[src/rtl/lcf_pkg.sv]
// shared constants and types for the lcd command front end
package lcf_pkg;
   // slave address: upper six bits of the address byte, last bit r/w
   localparam logic [5:0] SLAVE_ADDR_HI = 6'h1c;
   localparam int ADDR_SEL_BIT = 1;
   localparam int RW_BIT = 0;
   // control byte fields
   localparam int CONT_BIT = 7;
   localparam int ROUTE_BIT = 6;
   // drive mode encodings
   localparam logic [1:0] MODE_STATIC = 2'h1;
   localparam logic [1:0] MODE_MUX2 = 2'h2;
   localparam logic [1:0] MODE_MUX3 = 2'h3;
   localparam logic [1:0] MODE_MUX4 = 2'h0;
   // pointer steps per stored byte
   localparam logic [6:0] STEP_STATIC = 7'h08;
   localparam logic [6:0] STEP_MUX2 = 7'h04;
   localparam logic [6:0] STEP_MUX3 = 7'h03;
   localparam logic [6:0] STEP_MUX4 = 7'h02;
   // opcode patterns
   localparam logic [3:0] OP_MODE = 4'hc;
   localparam logic [4:0] OP_DEVSEL = 5'h1c;
   localparam logic [5:0] OP_BANK = 6'h3e;
   localparam logic [4:0] OP_BLINK = 5'h1e;
   // apb register byte offsets
   localparam logic [7:0] REG_SETTINGS = 8'h00;
   localparam logic [7:0] REG_POINTER = 8'h04;
   localparam logic [7:0] REG_CONTROL = 8'h08;
   localparam logic [7:0] REG_STATUS = 8'h0c;
   // reset values and byte width
   localparam logic RST_CONTROL_EN = 1'b1;
   localparam logic [6:0] RST_POINTER = 7'h00;
   localparam logic [2:0] RST_SUBADDR = 3'h0;
   localparam int BITS_PER_BYTE = 8;

   typedef enum logic [2:0] {
      ST_IDLE = 3'h0,
      ST_ADDR = 3'h1,
      ST_CTRL = 3'h3,
      ST_PAYLOAD = 3'h2,
      ST_IGNORE = 3'h6
   } lcf_state_type;

   typedef enum logic [2:0] {
      CMD_NONE, CMD_MODE, CMD_POINTER, CMD_DEVSEL, CMD_BANK, CMD_BLINK
   } lcf_cmd_type;

   typedef struct packed {
      logic display_enable;
      logic half_bias;
      logic [1:0] drive_mode;
      logic input_bank;
      logic output_bank;
      logic blink_alternate;
      logic [1:0] blink_rate_field;
   } lcf_settings_type;

   localparam lcf_settings_type RST_SETTINGS = '{
      display_enable: 1'b0, half_bias: 1'b0, drive_mode: MODE_MUX4,
      input_bank: 1'b0, output_bank: 1'b0, blink_alternate: 1'b0,
      blink_rate_field: 2'h0};

   typedef struct packed {
      logic strobe;
      logic [6:0] address;
      logic [7:0] data;
      logic bank;
   } lcf_ram_write_type;
endpackage

[src/rtl/lcf_front_end.sv]
// i2c write-only command front end with apb status and control
`timescale 1ns/1ps
module lcf_front_end #(
   parameter int PTR_WIDTH = 7
) (
   // clock and reset
   input wire logic SYS_CLK,
   input wire logic RESET_N,
   // i2c pins
   input wire logic SCL,
   input wire logic SDA_IN,
   output logic SDA_OUT,
   output logic SDA_OE,
   // strap pins
   input wire logic ADDRESS_SELECT_PIN,
   input wire logic CHIP_SUBADDRESS_PIN_0,
   input wire logic CHIP_SUBADDRESS_PIN_1,
   input wire logic CHIP_SUBADDRESS_PIN_2,
   // apb slave
   input wire logic PSEL,
   input wire logic PENABLE,
   input wire logic PWRITE,
   input wire logic [7:0] PADDR,
   input wire logic [31:0] PWDATA,
   output logic [31:0] PRDATA,
   output logic PREADY,
   output logic PSLVERR,
   // display controller outputs
   output lcf_pkg::lcf_settings_type SETTINGS,
   output logic [6:0] RAM_POINTER,
   output logic [2:0] SUBADDRESS_COUNTER,
   output lcf_pkg::lcf_ram_write_type RAM_WRITE
);
   generate
      if (PTR_WIDTH != 7) begin : g_bad_width
         $error("lcf_front_end supports only a seven bit pointer");
      end
   endgenerate

   function automatic lcf_pkg::lcf_cmd_type decode_cmd(input logic [7:0] b);
      lcf_pkg::lcf_cmd_type c;
      c = lcf_pkg::CMD_NONE;
      if (!b[7])
         c = lcf_pkg::CMD_POINTER;
      else if (b[7:4] == lcf_pkg::OP_MODE)
         c = lcf_pkg::CMD_MODE;
      else if (b[7:3] == lcf_pkg::OP_DEVSEL)
         c = lcf_pkg::CMD_DEVSEL;
      else if (b[7:2] == lcf_pkg::OP_BANK)
         c = lcf_pkg::CMD_BANK;
      else if (b[7:3] == lcf_pkg::OP_BLINK)
         c = lcf_pkg::CMD_BLINK;
      return c;
   endfunction

   function automatic logic [6:0] ptr_step(input logic [1:0] mode);
      logic [6:0] s;
      s = lcf_pkg::STEP_MUX4;
      unique case (mode)
         lcf_pkg::MODE_STATIC: s = lcf_pkg::STEP_STATIC;
         lcf_pkg::MODE_MUX2: s = lcf_pkg::STEP_MUX2;
         lcf_pkg::MODE_MUX3: s = lcf_pkg::STEP_MUX3;
         lcf_pkg::MODE_MUX4: s = lcf_pkg::STEP_MUX4;
      endcase
      return s;
   endfunction

   // synchronisers: scl, sda, sa0, a2..a0
   logic [5:0] sync_a;
   logic [5:0] sync_b;
   logic scl_d;
   logic sda_d;
   always_ff @(posedge SYS_CLK) begin
      if (!RESET_N) begin
         sync_a <= 6'h03;
         sync_b <= 6'h03;
         scl_d <= 1'b1;
         sda_d <= 1'b1;
      end else begin
         sync_a <= {CHIP_SUBADDRESS_PIN_2, CHIP_SUBADDRESS_PIN_1,
            CHIP_SUBADDRESS_PIN_0, ADDRESS_SELECT_PIN, SDA_IN, SCL};
         sync_b <= sync_a;
         scl_d <= sync_b[0];
         sda_d <= sync_b[1];
      end
   end

   logic scl_s, sda_s, sa0_s;
   logic [2:0] pins_s;
   assign scl_s = sync_b[0];
   assign sda_s = sync_b[1];
   assign sa0_s = sync_b[2];
   assign pins_s = sync_b[5:3];

   logic bus_enable, scl_rise, scl_fall, start_ev, stop_ev;
   assign scl_rise = scl_s && !scl_d;
   assign scl_fall = !scl_s && scl_d;
   // sda change while scl stays high is a bus condition while bus_enable is set, never data
   assign start_ev = bus_enable && scl_s && scl_d && sda_d && !sda_s;
   assign stop_ev = bus_enable && scl_s && scl_d && !sda_d && sda_s;

   lcf_pkg::lcf_state_type state;
   logic [3:0] bit_cnt;
   logic [6:0] shreg;
   logic in_ack, ack_pending, cont_flag, byte_route_flag;

   logic receiving, byte_done, addr_match, sub_match, is_data;
   logic [7:0] byte_val;
   lcf_pkg::lcf_cmd_type cmd;
   assign receiving = (state == lcf_pkg::ST_ADDR) ||
      (state == lcf_pkg::ST_CTRL) || (state == lcf_pkg::ST_PAYLOAD);
   assign byte_done = receiving && scl_rise && !start_ev && !stop_ev &&
      (bit_cnt == 4'(lcf_pkg::BITS_PER_BYTE - 1));
   assign byte_val = {shreg, sda_s};
   assign addr_match = (byte_val[7:2] == lcf_pkg::SLAVE_ADDR_HI) &&
      (byte_val[lcf_pkg::ADDR_SEL_BIT] == sa0_s) &&
      !byte_val[lcf_pkg::RW_BIT];
   assign sub_match = (SUBADDRESS_COUNTER == pins_s);
   assign is_data = (state == lcf_pkg::ST_PAYLOAD) && byte_route_flag;
   assign cmd = decode_cmd(byte_val);

   // byte framing and acknowledge timing
   always_ff @(posedge SYS_CLK) begin
      if (!RESET_N) begin
         bit_cnt <= 4'h0;
         shreg <= 7'h00;
         in_ack <= 1'b0;
         SDA_OE <= 1'b0;
      end else if (start_ev || stop_ev) begin
         bit_cnt <= 4'h0;
         in_ack <= 1'b0;
         SDA_OE <= 1'b0;
      end else if (!receiving) begin
         bit_cnt <= 4'h0;
         in_ack <= 1'b0;
         SDA_OE <= 1'b0;
      end else if (scl_rise && bit_cnt < 4'(lcf_pkg::BITS_PER_BYTE)) begin
         shreg <= byte_val[6:0];
         bit_cnt <= bit_cnt + 4'h1;
      end else if (scl_fall && bit_cnt == 4'(lcf_pkg::BITS_PER_BYTE)) begin
         // driven on the fall before the ninth pulse, released after it
         if (!in_ack) begin
            in_ack <= 1'b1;
            SDA_OE <= ack_pending;
         end else begin
            in_ack <= 1'b0;
            SDA_OE <= 1'b0;
            bit_cnt <= 4'h0;
         end
      end
   end
   // only the low level is ever driven
   assign SDA_OUT = 1'b0;

   // transfer sequencing
   always_ff @(posedge SYS_CLK) begin
      if (!RESET_N) begin
         state <= lcf_pkg::ST_IDLE;
         ack_pending <= 1'b0;
         cont_flag <= 1'b0;
         byte_route_flag <= 1'b0;
      end else if (start_ev) begin
         state <= lcf_pkg::ST_ADDR;
         ack_pending <= 1'b0;
      end else if (stop_ev || !bus_enable) begin
         state <= lcf_pkg::ST_IDLE;
         ack_pending <= 1'b0;
      end else if (byte_done) begin
         unique case (state)
            lcf_pkg::ST_ADDR: begin
               state <= addr_match ? lcf_pkg::ST_CTRL :
                  lcf_pkg::ST_IGNORE;
               ack_pending <= addr_match;
            end
            lcf_pkg::ST_CTRL: begin
               cont_flag <= byte_val[lcf_pkg::CONT_BIT];
               byte_route_flag <= byte_val[lcf_pkg::ROUTE_BIT];
               ack_pending <= 1'b1;
               state <= lcf_pkg::ST_PAYLOAD;
            end
            default: begin
               ack_pending <= byte_route_flag ? sub_match : 1'b1;
               state <= cont_flag ? lcf_pkg::ST_CTRL :
                  lcf_pkg::ST_PAYLOAD;
            end
         endcase
      end
   end

   // display controller: command execution and settings
   logic two_bank;
   assign two_bank = (SETTINGS.drive_mode == lcf_pkg::MODE_STATIC) ||
      (SETTINGS.drive_mode == lcf_pkg::MODE_MUX2);
   logic blink_alt_raw;
   logic cmd_go;
   assign cmd_go = byte_done && (state == lcf_pkg::ST_PAYLOAD) &&
      !byte_route_flag;

   always_ff @(posedge SYS_CLK) begin
      if (!RESET_N) begin
         SETTINGS.display_enable <= lcf_pkg::RST_SETTINGS.display_enable;
         SETTINGS.half_bias <= lcf_pkg::RST_SETTINGS.half_bias;
         SETTINGS.drive_mode <= lcf_pkg::RST_SETTINGS.drive_mode;
         SETTINGS.input_bank <= lcf_pkg::RST_SETTINGS.input_bank;
         SETTINGS.output_bank <= lcf_pkg::RST_SETTINGS.output_bank;
         SETTINGS.blink_rate_field <= lcf_pkg::RST_SETTINGS.blink_rate_field;
         blink_alt_raw <= lcf_pkg::RST_SETTINGS.blink_alternate;
         SETTINGS.blink_alternate <= lcf_pkg::RST_SETTINGS.blink_alternate;
      end else begin
         // alternation is kept but masked while the mode lacks a second bank
         SETTINGS.blink_alternate <= blink_alt_raw && two_bank;
         if (cmd_go) begin
            unique case (cmd)
               lcf_pkg::CMD_MODE: begin
                  SETTINGS.display_enable <= byte_val[3];
                  SETTINGS.half_bias <= byte_val[2];
                  SETTINGS.drive_mode <= byte_val[1:0];
               end
               lcf_pkg::CMD_BANK: begin
                  // no alternate bank exists in three/four-way drive
                  if (two_bank) begin
                     SETTINGS.input_bank <= byte_val[1];
                     SETTINGS.output_bank <= byte_val[0];
                  end
               end
               lcf_pkg::CMD_BLINK: begin
                  blink_alt_raw <= byte_val[2];
                  SETTINGS.blink_rate_field <= byte_val[1:0];
               end
               default: begin
               end
            endcase
         end
      end
   end

   // pointer, subaddress counter and ram write port
   always_ff @(posedge SYS_CLK) begin
      if (!RESET_N) begin
         RAM_POINTER <= lcf_pkg::RST_POINTER;
         SUBADDRESS_COUNTER <= lcf_pkg::RST_SUBADDR;
      end else if (cmd_go && cmd == lcf_pkg::CMD_POINTER) begin
         RAM_POINTER <= byte_val[6:0];
      end else if (cmd_go && cmd == lcf_pkg::CMD_DEVSEL) begin
         SUBADDRESS_COUNTER <= byte_val[2:0];
      end else if (byte_done && is_data) begin
         // advance even on mismatch so cascaded parts stay aligned
         RAM_POINTER <= RAM_POINTER + ptr_step(SETTINGS.drive_mode);
      end
   end

   always_ff @(posedge SYS_CLK) begin
      if (!RESET_N) begin
         RAM_WRITE <= '0;
      end else begin
         RAM_WRITE.strobe <= byte_done && is_data && sub_match;
         if (byte_done && is_data) begin
            RAM_WRITE.address <= RAM_POINTER;
            RAM_WRITE.data <= byte_val;
            RAM_WRITE.bank <= SETTINGS.input_bank;
         end
      end
   end

   // apb slave, zero wait states; read data latched in setup phase
   logic apb_setup;
   logic apb_wr;
   logic addr_ok;
   assign apb_setup = PSEL && !PENABLE;
   assign apb_wr = PSEL && PENABLE && PWRITE;
   assign addr_ok = (PADDR == lcf_pkg::REG_SETTINGS) ||
      (PADDR == lcf_pkg::REG_POINTER) || (PADDR == lcf_pkg::REG_CONTROL) ||
      (PADDR == lcf_pkg::REG_STATUS);
   assign PREADY = 1'b1;
   assign PSLVERR = PSEL && PENABLE && !addr_ok;

   always_ff @(posedge SYS_CLK) begin
      if (!RESET_N)
         bus_enable <= lcf_pkg::RST_CONTROL_EN;
      else if (apb_wr && PADDR == lcf_pkg::REG_CONTROL)
         bus_enable <= PWDATA[0];
   end

   always_ff @(posedge SYS_CLK) begin
      if (!RESET_N) begin
         PRDATA <= 32'h0;
      end else if (apb_setup) begin
         unique case (PADDR)
            lcf_pkg::REG_SETTINGS: PRDATA <= {23'h0, SETTINGS};
            lcf_pkg::REG_POINTER:
               PRDATA <= {21'h0, SUBADDRESS_COUNTER, 1'b0, RAM_POINTER};
            lcf_pkg::REG_CONTROL: PRDATA <= {31'h0, bus_enable};
            lcf_pkg::REG_STATUS:
               PRDATA <= {24'h0, pins_s, sa0_s, 1'b0, state};
            default: PRDATA <= 32'h0;
         endcase
      end
   end
endmodule

[config.mk]
export PLATFORM = sky130hd
export DESIGN_NAME = lcf_front_end
export DESIGN_NICKNAME = d
export VERILOG_FILES = /design/src/rtl/lcf_pkg.sv /design/src/rtl/lcf_front_end.sv
export SDC_FILE = /design/constraint.sdc
export NUM_CORES = 1
export LEC_CHECK = 0
export ABC_AREA = 1
export BUFFER_PORTS_ARGS = -buffer_cell sky130_fd_sc_hd__buf_2
export CAP_MARGIN = 15
export CORE_MARGIN = 3
export CORE_UTILIZATION = 40
export CTS_CLUSTER_DIAMETER = 80
export DETAILED_ROUTE_END_ITERATION = 10
export HOLD_SLACK_MARGIN = 0.12
export PLACE_DENSITY = 0.78
export SLEW_MARGIN = 20
export SYNTH_ARGS = -nofsm -noshare
export SYNTH_HDL_FRONTEND = slang
export SYNTH_SLANG_ARGS = --single-unit
[constraint.sdc]
create_clock -name SYS_CLK -period 1.79 [get_ports SYS_CLK]
set_clock_uncertainty 0.15 [all_clocks]
set_input_delay 0.179 -clock SYS_CLK [delete_from_list [all_inputs] [get_ports SYS_CLK]]
set_output_delay 0.179 -clock SYS_CLK [all_outputs]
set_load 0.02 [all_outputs]
==> results.sh, run 1 <==
export IMPL_core_um2=9864
export IMPL_violations="setup timing"
export IMPL_post_route_min_period_ns=1.819
export IMPL_synth_cells=558
export IMPL_synth_ff_type="dfxtp_1"
export IMPL_ys_seq_area_frac=0.4026
export IMPL_place_inst=760
export IMPL_p_leak_nw=2.402
export IMPL_ir_worst_vdd_mv=0.3434
export IMPL_routabilityCongestion=0.9022
export IMPL_grt_overflow=0
export IMPL_critPathMaxStageDelay_ns=0.37
export IMPL_powerDensity_nw_per_um2=652.1
export IMPL_internal_power_mw=2.549
export IMPL_rows=36
export IMPL_hp_class="in2reg"
export IMPL_critPathLaunchType="flop"
export IMPL_cp_required_ns=1.90
export IMPL_dpl_hpwl_um=7526
export IMPL_combPwrFrac=0.062
export IMPL_critPathTopFamily="adder cells"
export IMPL_async_flop_share=0
export IMPL_die_h_um=107.0
export IMPL_pin_count=123
export IMPL_finalHoldViolCount=0
export IMPL_fin_tns_setup_ns=-0.05430
export IMPL_synth_distinct_cells=38
export IMPL_finalNonFillerCells=797
export IMPL_rsz0062_at_grt="yes"
export IMPL_grt_pass1_vias=3601
export IMPL_post_route_drc_count=0
export IMPL_final_setup_worst_slack_ns=-0.02932
export IMPL_max_freq_mhz=549.7
export IMPL_routed_via_count=3866
export IMPL_critPathKind="reg2reg"
export IMPL_critPathArrivalTime_ns=1.92
export IMPL_yosysWarnings=0
export IMPL_clkPwrFrac=0.388
export IMPL_grt_first_pass_wirelength_um=16540
export IMPL_reg2reg_slack_ns=-0.03
export IMPL_clkSinkCount=82
export IMPL_critPathMaxFanout=4
export IMPL_cts_tree="yes"
export IMPL_die_x_um=107.0
export IMPL_grt_max_degree=33
export IMPL_clk_pin_slew_ns=0.09
export IMPL_worstPathCellList="ha_4 -> ha_4 -> fa_2 -> nand3_2 -> nand2_2 -> xor2_1 -> nand2_1 -> nand3_1 -> nand2_1 -> inv_1"
export IMPL_switchingPower_uw=811.4
export IMPL_outcome="complete, but fails checks"
export IMPL_cts_root_buf="clkbuf_8"
export IMPL_ys_ff_latch=82
export IMPL_nNetsFinal=720
export IMPL_cp_num_buf_inv=1
export IMPL_wl_um=10230
export IMPL_drive_gt1_frac=0.2711
export IMPL_io_buffers=68
export IMPL_antenna_found_initial=0
export IMPL_cp_slowest_cell="dfxtp_4"
export IMPL_start_util=0.4134
export IMPL_setup_viol=2
export IMPL_diodes=0
export IMPL_slew_violations=0
export IMPL_drt_first_pass_iters=4
export IMPL_drtIter0Drc=220
export IMPL_p_seq_frac=0.550
export IMPL_fillerInstances=912
export IMPL_avgSynthCellArea_um2=7.308
export IMPL_gr_usage_all_layers=0.1779
export IMPL_cts_buffer_depth=2
export IMPL_routedWlPerCell_um=12.84
export IMPL_cts_htree_levels=3
export IMPL_syn_to_final_growth_pct=26.36
export IMPL_viasPerCell=4.851
export IMPL_synth_edf_count=0
export IMPL_critPathCaptureType="flop"
export IMPL_antenna_left=0
export IMPL_cap_viol_max_count=0
export IMPL_swShare=0.2415
export IMPL_clk_latency_ns=0.36
export IMPL_cts_buffers=9
export IMPL_syn_area_um2=4078
export IMPL_die_area_um2=11440
export IMPL_place_area_um2=4632
export IMPL_fin_area_um2=5152
export IMPL_finalCritPeriodShare=1.016
kinds of logic after synthesis:
logic type / after synthesis / synth area share
flip-flops: 82 / 0.4026
AO/OA/AOI/OAI: 101 / 0.1390
adder cells (fa/ha/maj): 10 / 0.03253
AND/OR/NAND/NOR: 237 / 0.2716
other: 2 / 0.001842
buffers and inverters: 120 / 0.1396
XOR/XNOR: 6 / 0.01289
power groups by stage:
stage               clock network (mW)  logic, mW  registers, mW
global placement                     0      0.181           1.89
global route                      1.39      0.232           1.85
CTS                               1.34      0.204           1.85
floorplan                            0      0.175           1.89
detailed placement                   0      0.185           1.89
finish                            1.31      0.208           1.85
state kept, by name, summed over array words and instances (netlist names):
signal / cells
sync_b: 6
scl_d: 1
state: 3
sync_a: 6
RAM_POINTER: 7
in_ack: 1
byte_route_flag: 1
bus_enable: 1
bit_cnt: 4
ack_pending: 1
RAM_WRITE: 17
SDA_OE: 1
sda_d: 1
shreg: 7
blink_alt_raw: 1
SUBADDRESS_COUNTER: 3
PRDATA: 11
SETTINGS: 9
cont_flag: 1
final cells by class:
class / count / area (um^2) / area share
Clock inverter: 5 / 56.30 / 0.01093
Timing Repair Buffer: 110 / 747.0 / 0.1450
Clock buffer: 11 / 131.4 / 0.02550
Tap cell: 133 / 166.4 / 0.03230
Sequential cell: 82 / 1659 / 0.3220
Multi-Input combinational cell: 377 / 2093 / 0.4063
Inverter: 79 / 299.0 / 0.05804
stage by stage:
step           total power [mW]  setup WS [ns]    util  hold WS (ns)
6_report                  3.360       -0.02932  0.5223        0.1664
5_1_grt                   3.473        -0.1381  0.5223        0.1922
4_1_cts                   3.388       -0.03320  0.5067        0.1439
3_5_place_dp              2.075       -0.04144  0.4696        0.2174
3_3_place_gp              2.070       -0.01297  0.4696        0.2161
2_1_floorplan             2.061      0.0006027       -        0.1266
tightest hold or removal path: stages:
cell     delay, ns
buf_2         0.12
nor3_1        0.06
nand3_1       0.06
nand4_1       0.08
nand2_1       0.07
a21oi_1       0.05
path summary, 6_finish.rpt:
| kind | cells after the start | startpoint | to |
|---|---|---|---|
| setup / recovery | 10 | SETTINGS[5] | RAM_POINTER[4] |
| hold / removal | 6 | PADDR[2] | PRDATA[0] |
| setup reg to reg | 10 | SETTINGS[5] | RAM_POINTER[4] |
| hold reg to reg | 2 | sync_a[2] | sync_b[2] |
per-layer routing:
layer	GRT usage	share of wire	vias to the layer above
li1	-	-	1946
met1	0.2199	0.43	1782
met2	0.3062	0.50	118
met3	0.02649	0.048	20
met4	0.07945	0.025	0
met5	0	0	-
what timing repair did:
| action | CTS | global route |
|---|---|---|
| hold endpoints to repair | 14 | 0 |
| hold buffers | 13 | 0 |
| setup endpoints to repair | 16 | 35 |
| pin swaps | 4 | 8 |
| cloned | 0 | 3 |
| buffers inserted | 1 | 4 |
| resized for setup | 11 | 20 |
cells in the mapped netlist (all sizes together), types with 4 or more instances:
| master | number | area share |
|---|---|---|
| or2 | 4 | 0.0061 |
| nor2 | 55 | 0.064 |
| clkbuf | 9 | 0.0083 |
| dfxtp | 82 | 0.40 |
| nand4 | 11 | 0.017 |
| ha | 9 | 0.028 |
| buf | 32 | 0.059 |
| o211ai | 5 | 0.0092 |
| nor3 | 12 | 0.016 |
| nand3 | 45 | 0.061 |
| inv | 77 | 0.071 |
| nand2 | 108 | 0.10 |
| a21oi | 49 | 0.069 |
| xnor2 | 4 | 0.0086 |
| o21ai | 43 | 0.054 |
cell usage in the layout (no fill, tap or decap), types with 18 or more instances in the layout:
cell / instances
conb_1: 23
buf_2: 68
o21ai_0: 18
nand3_1: 38
a21oi_1: 37
inv_1: 68
nand2_1: 99
o21ai_1: 24
nor2_1: 47
dfxtp_1: 74
buf_4: 23
No activity file was read; power rests on OpenSTA's default activity.
==> run 2, diff against run 1 <==
==> constraint.sdc (replaced) <==
create_clock -name SYS_CLK -period 1.79 [get_ports SYS_CLK]
set_clock_uncertainty 0.15 [all_clocks]
set_input_delay 0.179 -clock SYS_CLK [delete_from_list [all_inputs] [get_ports SYS_CLK]]
set_output_delay 0.179 -clock SYS_CLK [all_outputs]
set_load 0.05 [all_outputs]
==> run 2 against run 1 <==
  * The flow still finishes with violations (setup timing)
  * Maximum frequency up 0.45%
  * Cell count up 0.50%
  * Largest power group unchanged
  * Critical path depth unchanged
  * Register-to-register slack about the same
  * Sequential cell count unchanged
  * Global-route usage up 0.53 points
  * Via count up 0.80%
  * Sequential power about the same
  * Sequential share of layout area down 0.37 points
  * Core utilization up 0.57 points
==> results.sh, run 2 (synthesis gave the netlist of run 1 again) <==
export IMPL_outcome="complete, but fails checks"
export IMPL_violations="setup timing"
export IMPL_critPathMaxStageDelay_ns=0.38
export IMPL_place_inst=762
export IMPL_finalNonFillerCells=801
export IMPL_die_x_um=107.0
export IMPL_critPathMaxFanout=4
export IMPL_cts_root_buf="clkbuf_8"
export IMPL_p_leak_nw=2.443
export IMPL_rsz0062_at_grt="yes"
export IMPL_fillerInstances=937
export IMPL_ir_worst_vdd_mv=0.2931
export IMPL_drt_first_pass_iters=5
export IMPL_io_buffers=68
export IMPL_combPwrFrac=0.084
export IMPL_final_setup_worst_slack_ns=-0.02113
export IMPL_syn_to_final_growth_pct=27.74
export IMPL_core_um2=9864
export IMPL_grt_overflow=0
export IMPL_grt_first_pass_wirelength_um=16460
export IMPL_pin_count=123
export IMPL_hp_class="in2reg"
export IMPL_powerDensity_nw_per_um2=632.7
export IMPL_largest_reg_flops=17
export IMPL_routed_via_count=3897
export IMPL_critPathLaunchType="flop"
export IMPL_layout_common_cells="nand2_1 (97), dfxtp_1 (75), inv_1 (70)"
export IMPL_grt_pass1_vias=3485
export IMPL_drive_gt1_frac=0.2799
export IMPL_critPathArrivalTime_ns=1.93
export IMPL_post_route_min_period_ns=1.811
export IMPL_clk_pin_slew_ns=0.09
export IMPL_internal_power_mw=2.395
export IMPL_cts_buffer_depth=2
export IMPL_wl_um=10680
export IMPL_routabilityCongestion=0.8976
export IMPL_cap_viol_max_count=0
export IMPL_switchingPower_uw=900.8
export IMPL_start_util=0.4134
export IMPL_die_h_um=107.0
export IMPL_antenna_found_initial=0
export IMPL_r2r_cells=10
export IMPL_critPathKind="reg2reg"
export IMPL_cts_buffers=9
export IMPL_dpl_hpwl_um=7627
export IMPL_routedWlPerCell_um=13.33
export IMPL_setup_viol=2
export IMPL_viasPerCell=4.865
export IMPL_clkSinkCount=82
export IMPL_finalHoldViolCount=0
export IMPL_die_area_um2=11440
export IMPL_clkPwrFrac=0.356
export IMPL_p_seq_frac=0.560
export IMPL_cp_required_ns=1.91
export IMPL_slew_violations=0
export IMPL_cts_htree_levels=3
export IMPL_min_delay_start="PADDR[3]"
export IMPL_post_route_drc_count=0
export IMPL_worstPathCellList="ha_4 -> ha_4 -> fa_2 -> nand3_2 -> nand2_2 -> xor2_1 -> nand2_1 -> nand3_1 -> nand2_1 -> inv_1"
export IMPL_endpoint="RAM_POINTER[4]"
export IMPL_gr_usage_all_layers=0.1831
export IMPL_drtIter0Drc=244
export IMPL_clk_latency_ns=0.37
export IMPL_cp_slowest_cell="dfxtp_4"
export IMPL_utilization=0.5280
export IMPL_critPathCaptureType="flop"
export IMPL_finalCritPeriodShare=1.012
export IMPL_r2r_end="RAM_POINTER[4]"
export IMPL_cp_startpoint="SETTINGS[6]"
export IMPL_antenna_left=0
export IMPL_diodes=0
export IMPL_reg2reg_slack_ns=-0.02
export IMPL_regMostFlops="RAM_WRITE"
export IMPL_cts_tree="yes"
export IMPL_max_freq_mhz=552.1
export IMPL_swShare=0.2733
export IMPL_r2r_start="SETTINGS[6]"
export IMPL_reg_largest_list="RAM_WRITE: 17 flops, PRDATA: 11 flops, SETTINGS: 9 flops"
export IMPL_rows=36
export IMPL_layout_commonest_cell="nand2_1"
export IMPL_nNetsFinal=724
export IMPL_hold_ws_ns=0.1491
export IMPL_grt_max_degree=26
[run 2: per-layer routing]
layer | GRT usage | share of wire | vias up | wire length [um]
met1 | 0.2149 | 0.42 | 1784 | 4508
met4 | 0.1123 | 0.041 | 0 | 441
met5 | 0 | 0 | - | 0
met3 | 0.03371 | 0.045 | 31 | 477
met2 | 0.3089 | 0.49 | 120 | 5249
li1 | - | - | 1962 | -
[run 2: power groups by stage]
stage               clock [mW]  sequential (mW)  combinational [mW]
floorplan                    0             1.89               0.242
global placement             0             1.89               0.250
detailed placement           0             1.89               0.254
CTS                       1.19             1.85               0.273
global route              1.27             1.85               0.300
finish                    1.17             1.85               0.277
[run 2: worst min path at each step]
stage,endpoint,slack [ns],cells after the start
final,bus_enable,0.15,6
after CTS,bus_enable,0.09,6
after global placement,sync_a[4],0.21,3
after global routing,PRDATA[7],0.18,5
after detailed placement,sync_a[4],0.22,3
after floorplan,sync_a[2],0.13,2
[run 2: what timing repair did]
item,in CTS,in global routing
pin swaps,6,13
endpoints found under the setup margin,30,37
buffers inserted,2,7
gates cloned,2,2
hold endpoints to repair,11,0
resized for setup,9,27
hold buffers,12,0
[run 2: cell type report]
cell class / instances / area, um^2 / area share
Multi-Input combinational cell: 377 / 2120 / 0.4069
Sequential cell: 82 / 1658 / 0.3183
Timing Repair Buffer: 114 / 802.0 / 0.1540
Inverter: 79 / 301.5 / 0.05789
Tap cell: 133 / 166.4 / 0.03195
Clock buffer: 10 / 127.6 / 0.02450
Clock inverter: 6 / 33.78 / 0.006486
[run 2: stage by stage]
step	TNS (ns)	cell area [um^2]	total power, mW	setup WS (ns)
final	-0.02478	5209	3.296	-0.02113
after global routing	-0.3768	5209	3.419	-0.1088
after CTS	-0.1474	5017	3.312	-0.04299
after detailed placement	-0.05782	4647	2.144	-0.02083
after global placement	-0.04266	4647	2.140	-0.02796
after floorplan	-0.08996	4228	2.127	-0.05979
[run 2: worst max-delay path, delay by kind of cell, from the launching register on]
| kind | cells | cell delay (ns) |
|---|---|---|
| and+or+nand+nor | 5 | 0.31 |
| DFF | 1 | 0.38 |
| adders and majority gates | 3 | 0.68 |
| buffers and inverters | 1 | 0.03 |
| xor gates and xnor gates | 1 | 0.15 |
==> run 3, diff against run 2 <==
--- a/config.mk
+++ b/config.mk
@@ -10,10 +10,13 @@
 export CAP_MARGIN = 15
 export CORE_MARGIN = 3
 export CORE_UTILIZATION = 40
+export CTS_BUF_LIST = sky130_fd_sc_hd__clkbuf_8
 export CTS_CLUSTER_DIAMETER = 80
 export DETAILED_ROUTE_END_ITERATION = 10
 export HOLD_SLACK_MARGIN = 0.12
+export MAX_ROUTING_LAYER = met4
 export PLACE_DENSITY = 0.78
+export SKIP_CTS_REPAIR_TIMING = 1
 export SLEW_MARGIN = 20
 export SYNTH_ARGS = -nofsm -noshare
 export SYNTH_HDL_FRONTEND = slang
==> run 3 against run 2 <==
  * The run still ends with setup timing left
  * Via count up 0.46%
  * Cell count grew 0.25%
  * First-iteration DRC count increased by 4.5%
  * Sequential cell count did not move
  * Combinational power grew 2%
  * Worst setup slack worse by 0.0034 ns
  * Final area up 1.3%
  * Sequential power is essentially flat
  * Highest routed layer unchanged
  * Critical path depth up 1
  * Die area unchanged
==> results.sh, run 3 (synthesis gave the netlist of run 1 again) <==
export IMPL_setup_viol=3
export IMPL_die_h_um=107.0
export IMPL_cts_htree_levels=3
export IMPL_place_inst=761
export IMPL_clk_latency_ns=0.36
export IMPL_dr_max_layer_used="met4"
export IMPL_cap_viol_max_count=0
export IMPL_slew_violations=0
export IMPL_clkSinkCount=82
export IMPL_diodes=0
export IMPL_post_route_min_period_ns=1.815
export IMPL_critPathCaptureType="flop"
export IMPL_wl_met3_um=521
export IMPL_rsz0062_at_grt="yes"
export IMPL_routabilityCongestion=0.8502
export IMPL_holdPathEnd="PRDATA[5]"
export IMPL_gr_usage_all_layers=0.1873
export IMPL_critPathLaunchType="flop"
export IMPL_p_seq_frac=0.533
export IMPL_antenna_left=0
export IMPL_syn_to_final_growth_pct=29.40
export IMPL_finalHoldViolCount=0
export IMPL_critPathArrivalTime_ns=1.98
export IMPL_dpl_hpwl_um=7838
export IMPL_grt_pass1_vias=3478
export IMPL_finalCritPeriodShare=1.014
export IMPL_cts_buffers=9
export IMPL_switchingPower_uw=889.8
export IMPL_violations="setup timing"
export IMPL_grt_overflow=0
export IMPL_cts_root_buf="clkbuf_8"
export IMPL_internal_power_mw=2.578
export IMPL_fin_tns_setup_ns=-0.05568
export IMPL_antenna_found_initial=0
export IMPL_finalNonFillerCells=803
export IMPL_die_area_um2=11440
export IMPL_met1_length_um=4660
export IMPL_clkPwrFrac=0.386
export IMPL_cp_required_ns=1.95
export IMPL_io_buffers=68
export IMPL_die_x_um=107.0
export IMPL_cts_buffer_depth=2
export IMPL_drive_gt1_frac=0.3000
export IMPL_reg2reg_slack_ns=-0.02
export IMPL_nNetsFinal=726
export IMPL_start_util=0.4134
export IMPL_routed_via_count=3915
export IMPL_layout_common_cells="nand2_1 (100), dfxtp_1 (73), inv_1 (72)"
export IMPL_largest_reg_flops=17
export IMPL_fin_area_um2=5276
export IMPL_drt_first_pass_iters=4
export IMPL_wl_um=11020
export IMPL_hp_class="in2reg"
export IMPL_layout_commonest_cell="nand2_1"
export IMPL_dp_worst_setup_slack_ns=-0.04210
export IMPL_post_route_drc_count=0
export IMPL_place_area_um2=4639
export IMPL_viasPerCell=4.875
export IMPL_powerDensity_nw_per_um2=657.3
export IMPL_drtIter0Drc=255
export IMPL_r2r_end="RAM_POINTER[3]"
export IMPL_r2r_start="SETTINGS[5]"
export IMPL_ir_worst_vdd_mv=0.3659
export IMPL_cts_tree="yes"
export IMPL_grt_first_pass_wirelength_um=16500
export IMPL_grt_max_degree=26
export IMPL_final_setup_worst_slack_ns=-0.02452
export IMPL_rows=36
export IMPL_met2_length_um=5593
export IMPL_combPwrFrac=0.081
export IMPL_max_freq_mhz=551.1
export IMPL_routedWlPerCell_um=13.72
export IMPL_regMostFlops="RAM_WRITE"
export IMPL_pin_count=123
export IMPL_clk_pin_slew_ns=0.08
export IMPL_critPathKind="reg2reg"
export IMPL_reg_largest_list="RAM_WRITE: 17 flops, PRDATA: 11 flops, SETTINGS: 9 flops"
export IMPL_p_leak_nw=2.462
export IMPL_min_delay_start="PENABLE"
export IMPL_swShare=0.2566
export IMPL_r2r_cells=11
export IMPL_hold_depth=5
export IMPL_critPathMaxFanout=4
export IMPL_core_um2=9864
export IMPL_outcome="complete, but fails checks"
-- run 3: metal layers --
| metal | vias up | GRT usage |
|---|---|---|
| met1 | 1812 | 0.2239 |
| met4 | 0 | 0.07215 |
| met2 | 117 | 0.3121 |
| met5 | - | - |
| met3 | 19 | 0.03733 |
| li1 | 1967 | - |
-- run 3: power by group through the flow --
stage / logic, mW / registers, mW / clock network (mW)
global placement: 0.251 / 1.89 / 0
global route: 0.303 / 1.85 / 1.46
floorplan: 0.242 / 1.89 / 0
detailed placement: 0.256 / 1.89 / 0
CTS: 0.257 / 1.85 / 1.36
finish: 0.282 / 1.85 / 1.34
-- run 3: stage by stage --
stage / hold WS (ns) / power, mW / utilization
6_report: 0.1744 / 3.468 / 0.5349
3_3_place_gp: 0.2090 / 2.140 / 0.4703
5_1_grt: 0.1863 / 3.609 / 0.5349
2_1_floorplan: 0.1266 / 2.127 / -
3_5_place_dp: 0.2202 / 2.146 / 0.4703
4_1_cts: -0.1556 / 3.467 / 0.4902
-- run 3: critical path: stages (launching register included) --
cell	delay (ns)
dfxtp_4	0.39
inv_2	0.05
ha_4	0.29
ha_1	0.22
nand2_1	0.08
inv_2	0.05
a21oi_2	0.17
xnor2_1	0.14
nand2_1	0.07
nand3_1	0.07
nand2_1	0.05
inv_1	0.04
-- run 3: worst max path at each step --
stage                     cells past startpoint   startpoint        endpoint  slack (ns)
final                                        11  SETTINGS[5]  RAM_POINTER[3]       -0.02
after global routing                         13  SETTINGS[5]  RAM_POINTER[5]       -0.13
after CTS                                     9   bit_cnt[0]   RAM_WRITE[13]       -0.05
after detailed placement                      9   bit_cnt[0]   RAM_WRITE[13]       -0.04
after global placement                       10  SETTINGS[6]  RAM_POINTER[4]       -0.02
after floorplan                              10  SETTINGS[6]  RAM_POINTER[4]       -0.06
-- run 3: final cells by class --
type | instances | area (um^2)
clock buffer | 10 | 137.6
clock inverter | 6 | 58.81
fill | 907 | 4588
inverter | 79 | 299.0
multi-input combinational | 377 | 2145
sequential | 82 | 1658
tap | 133 | 166.4
timing repair buffer | 116 | 812.0
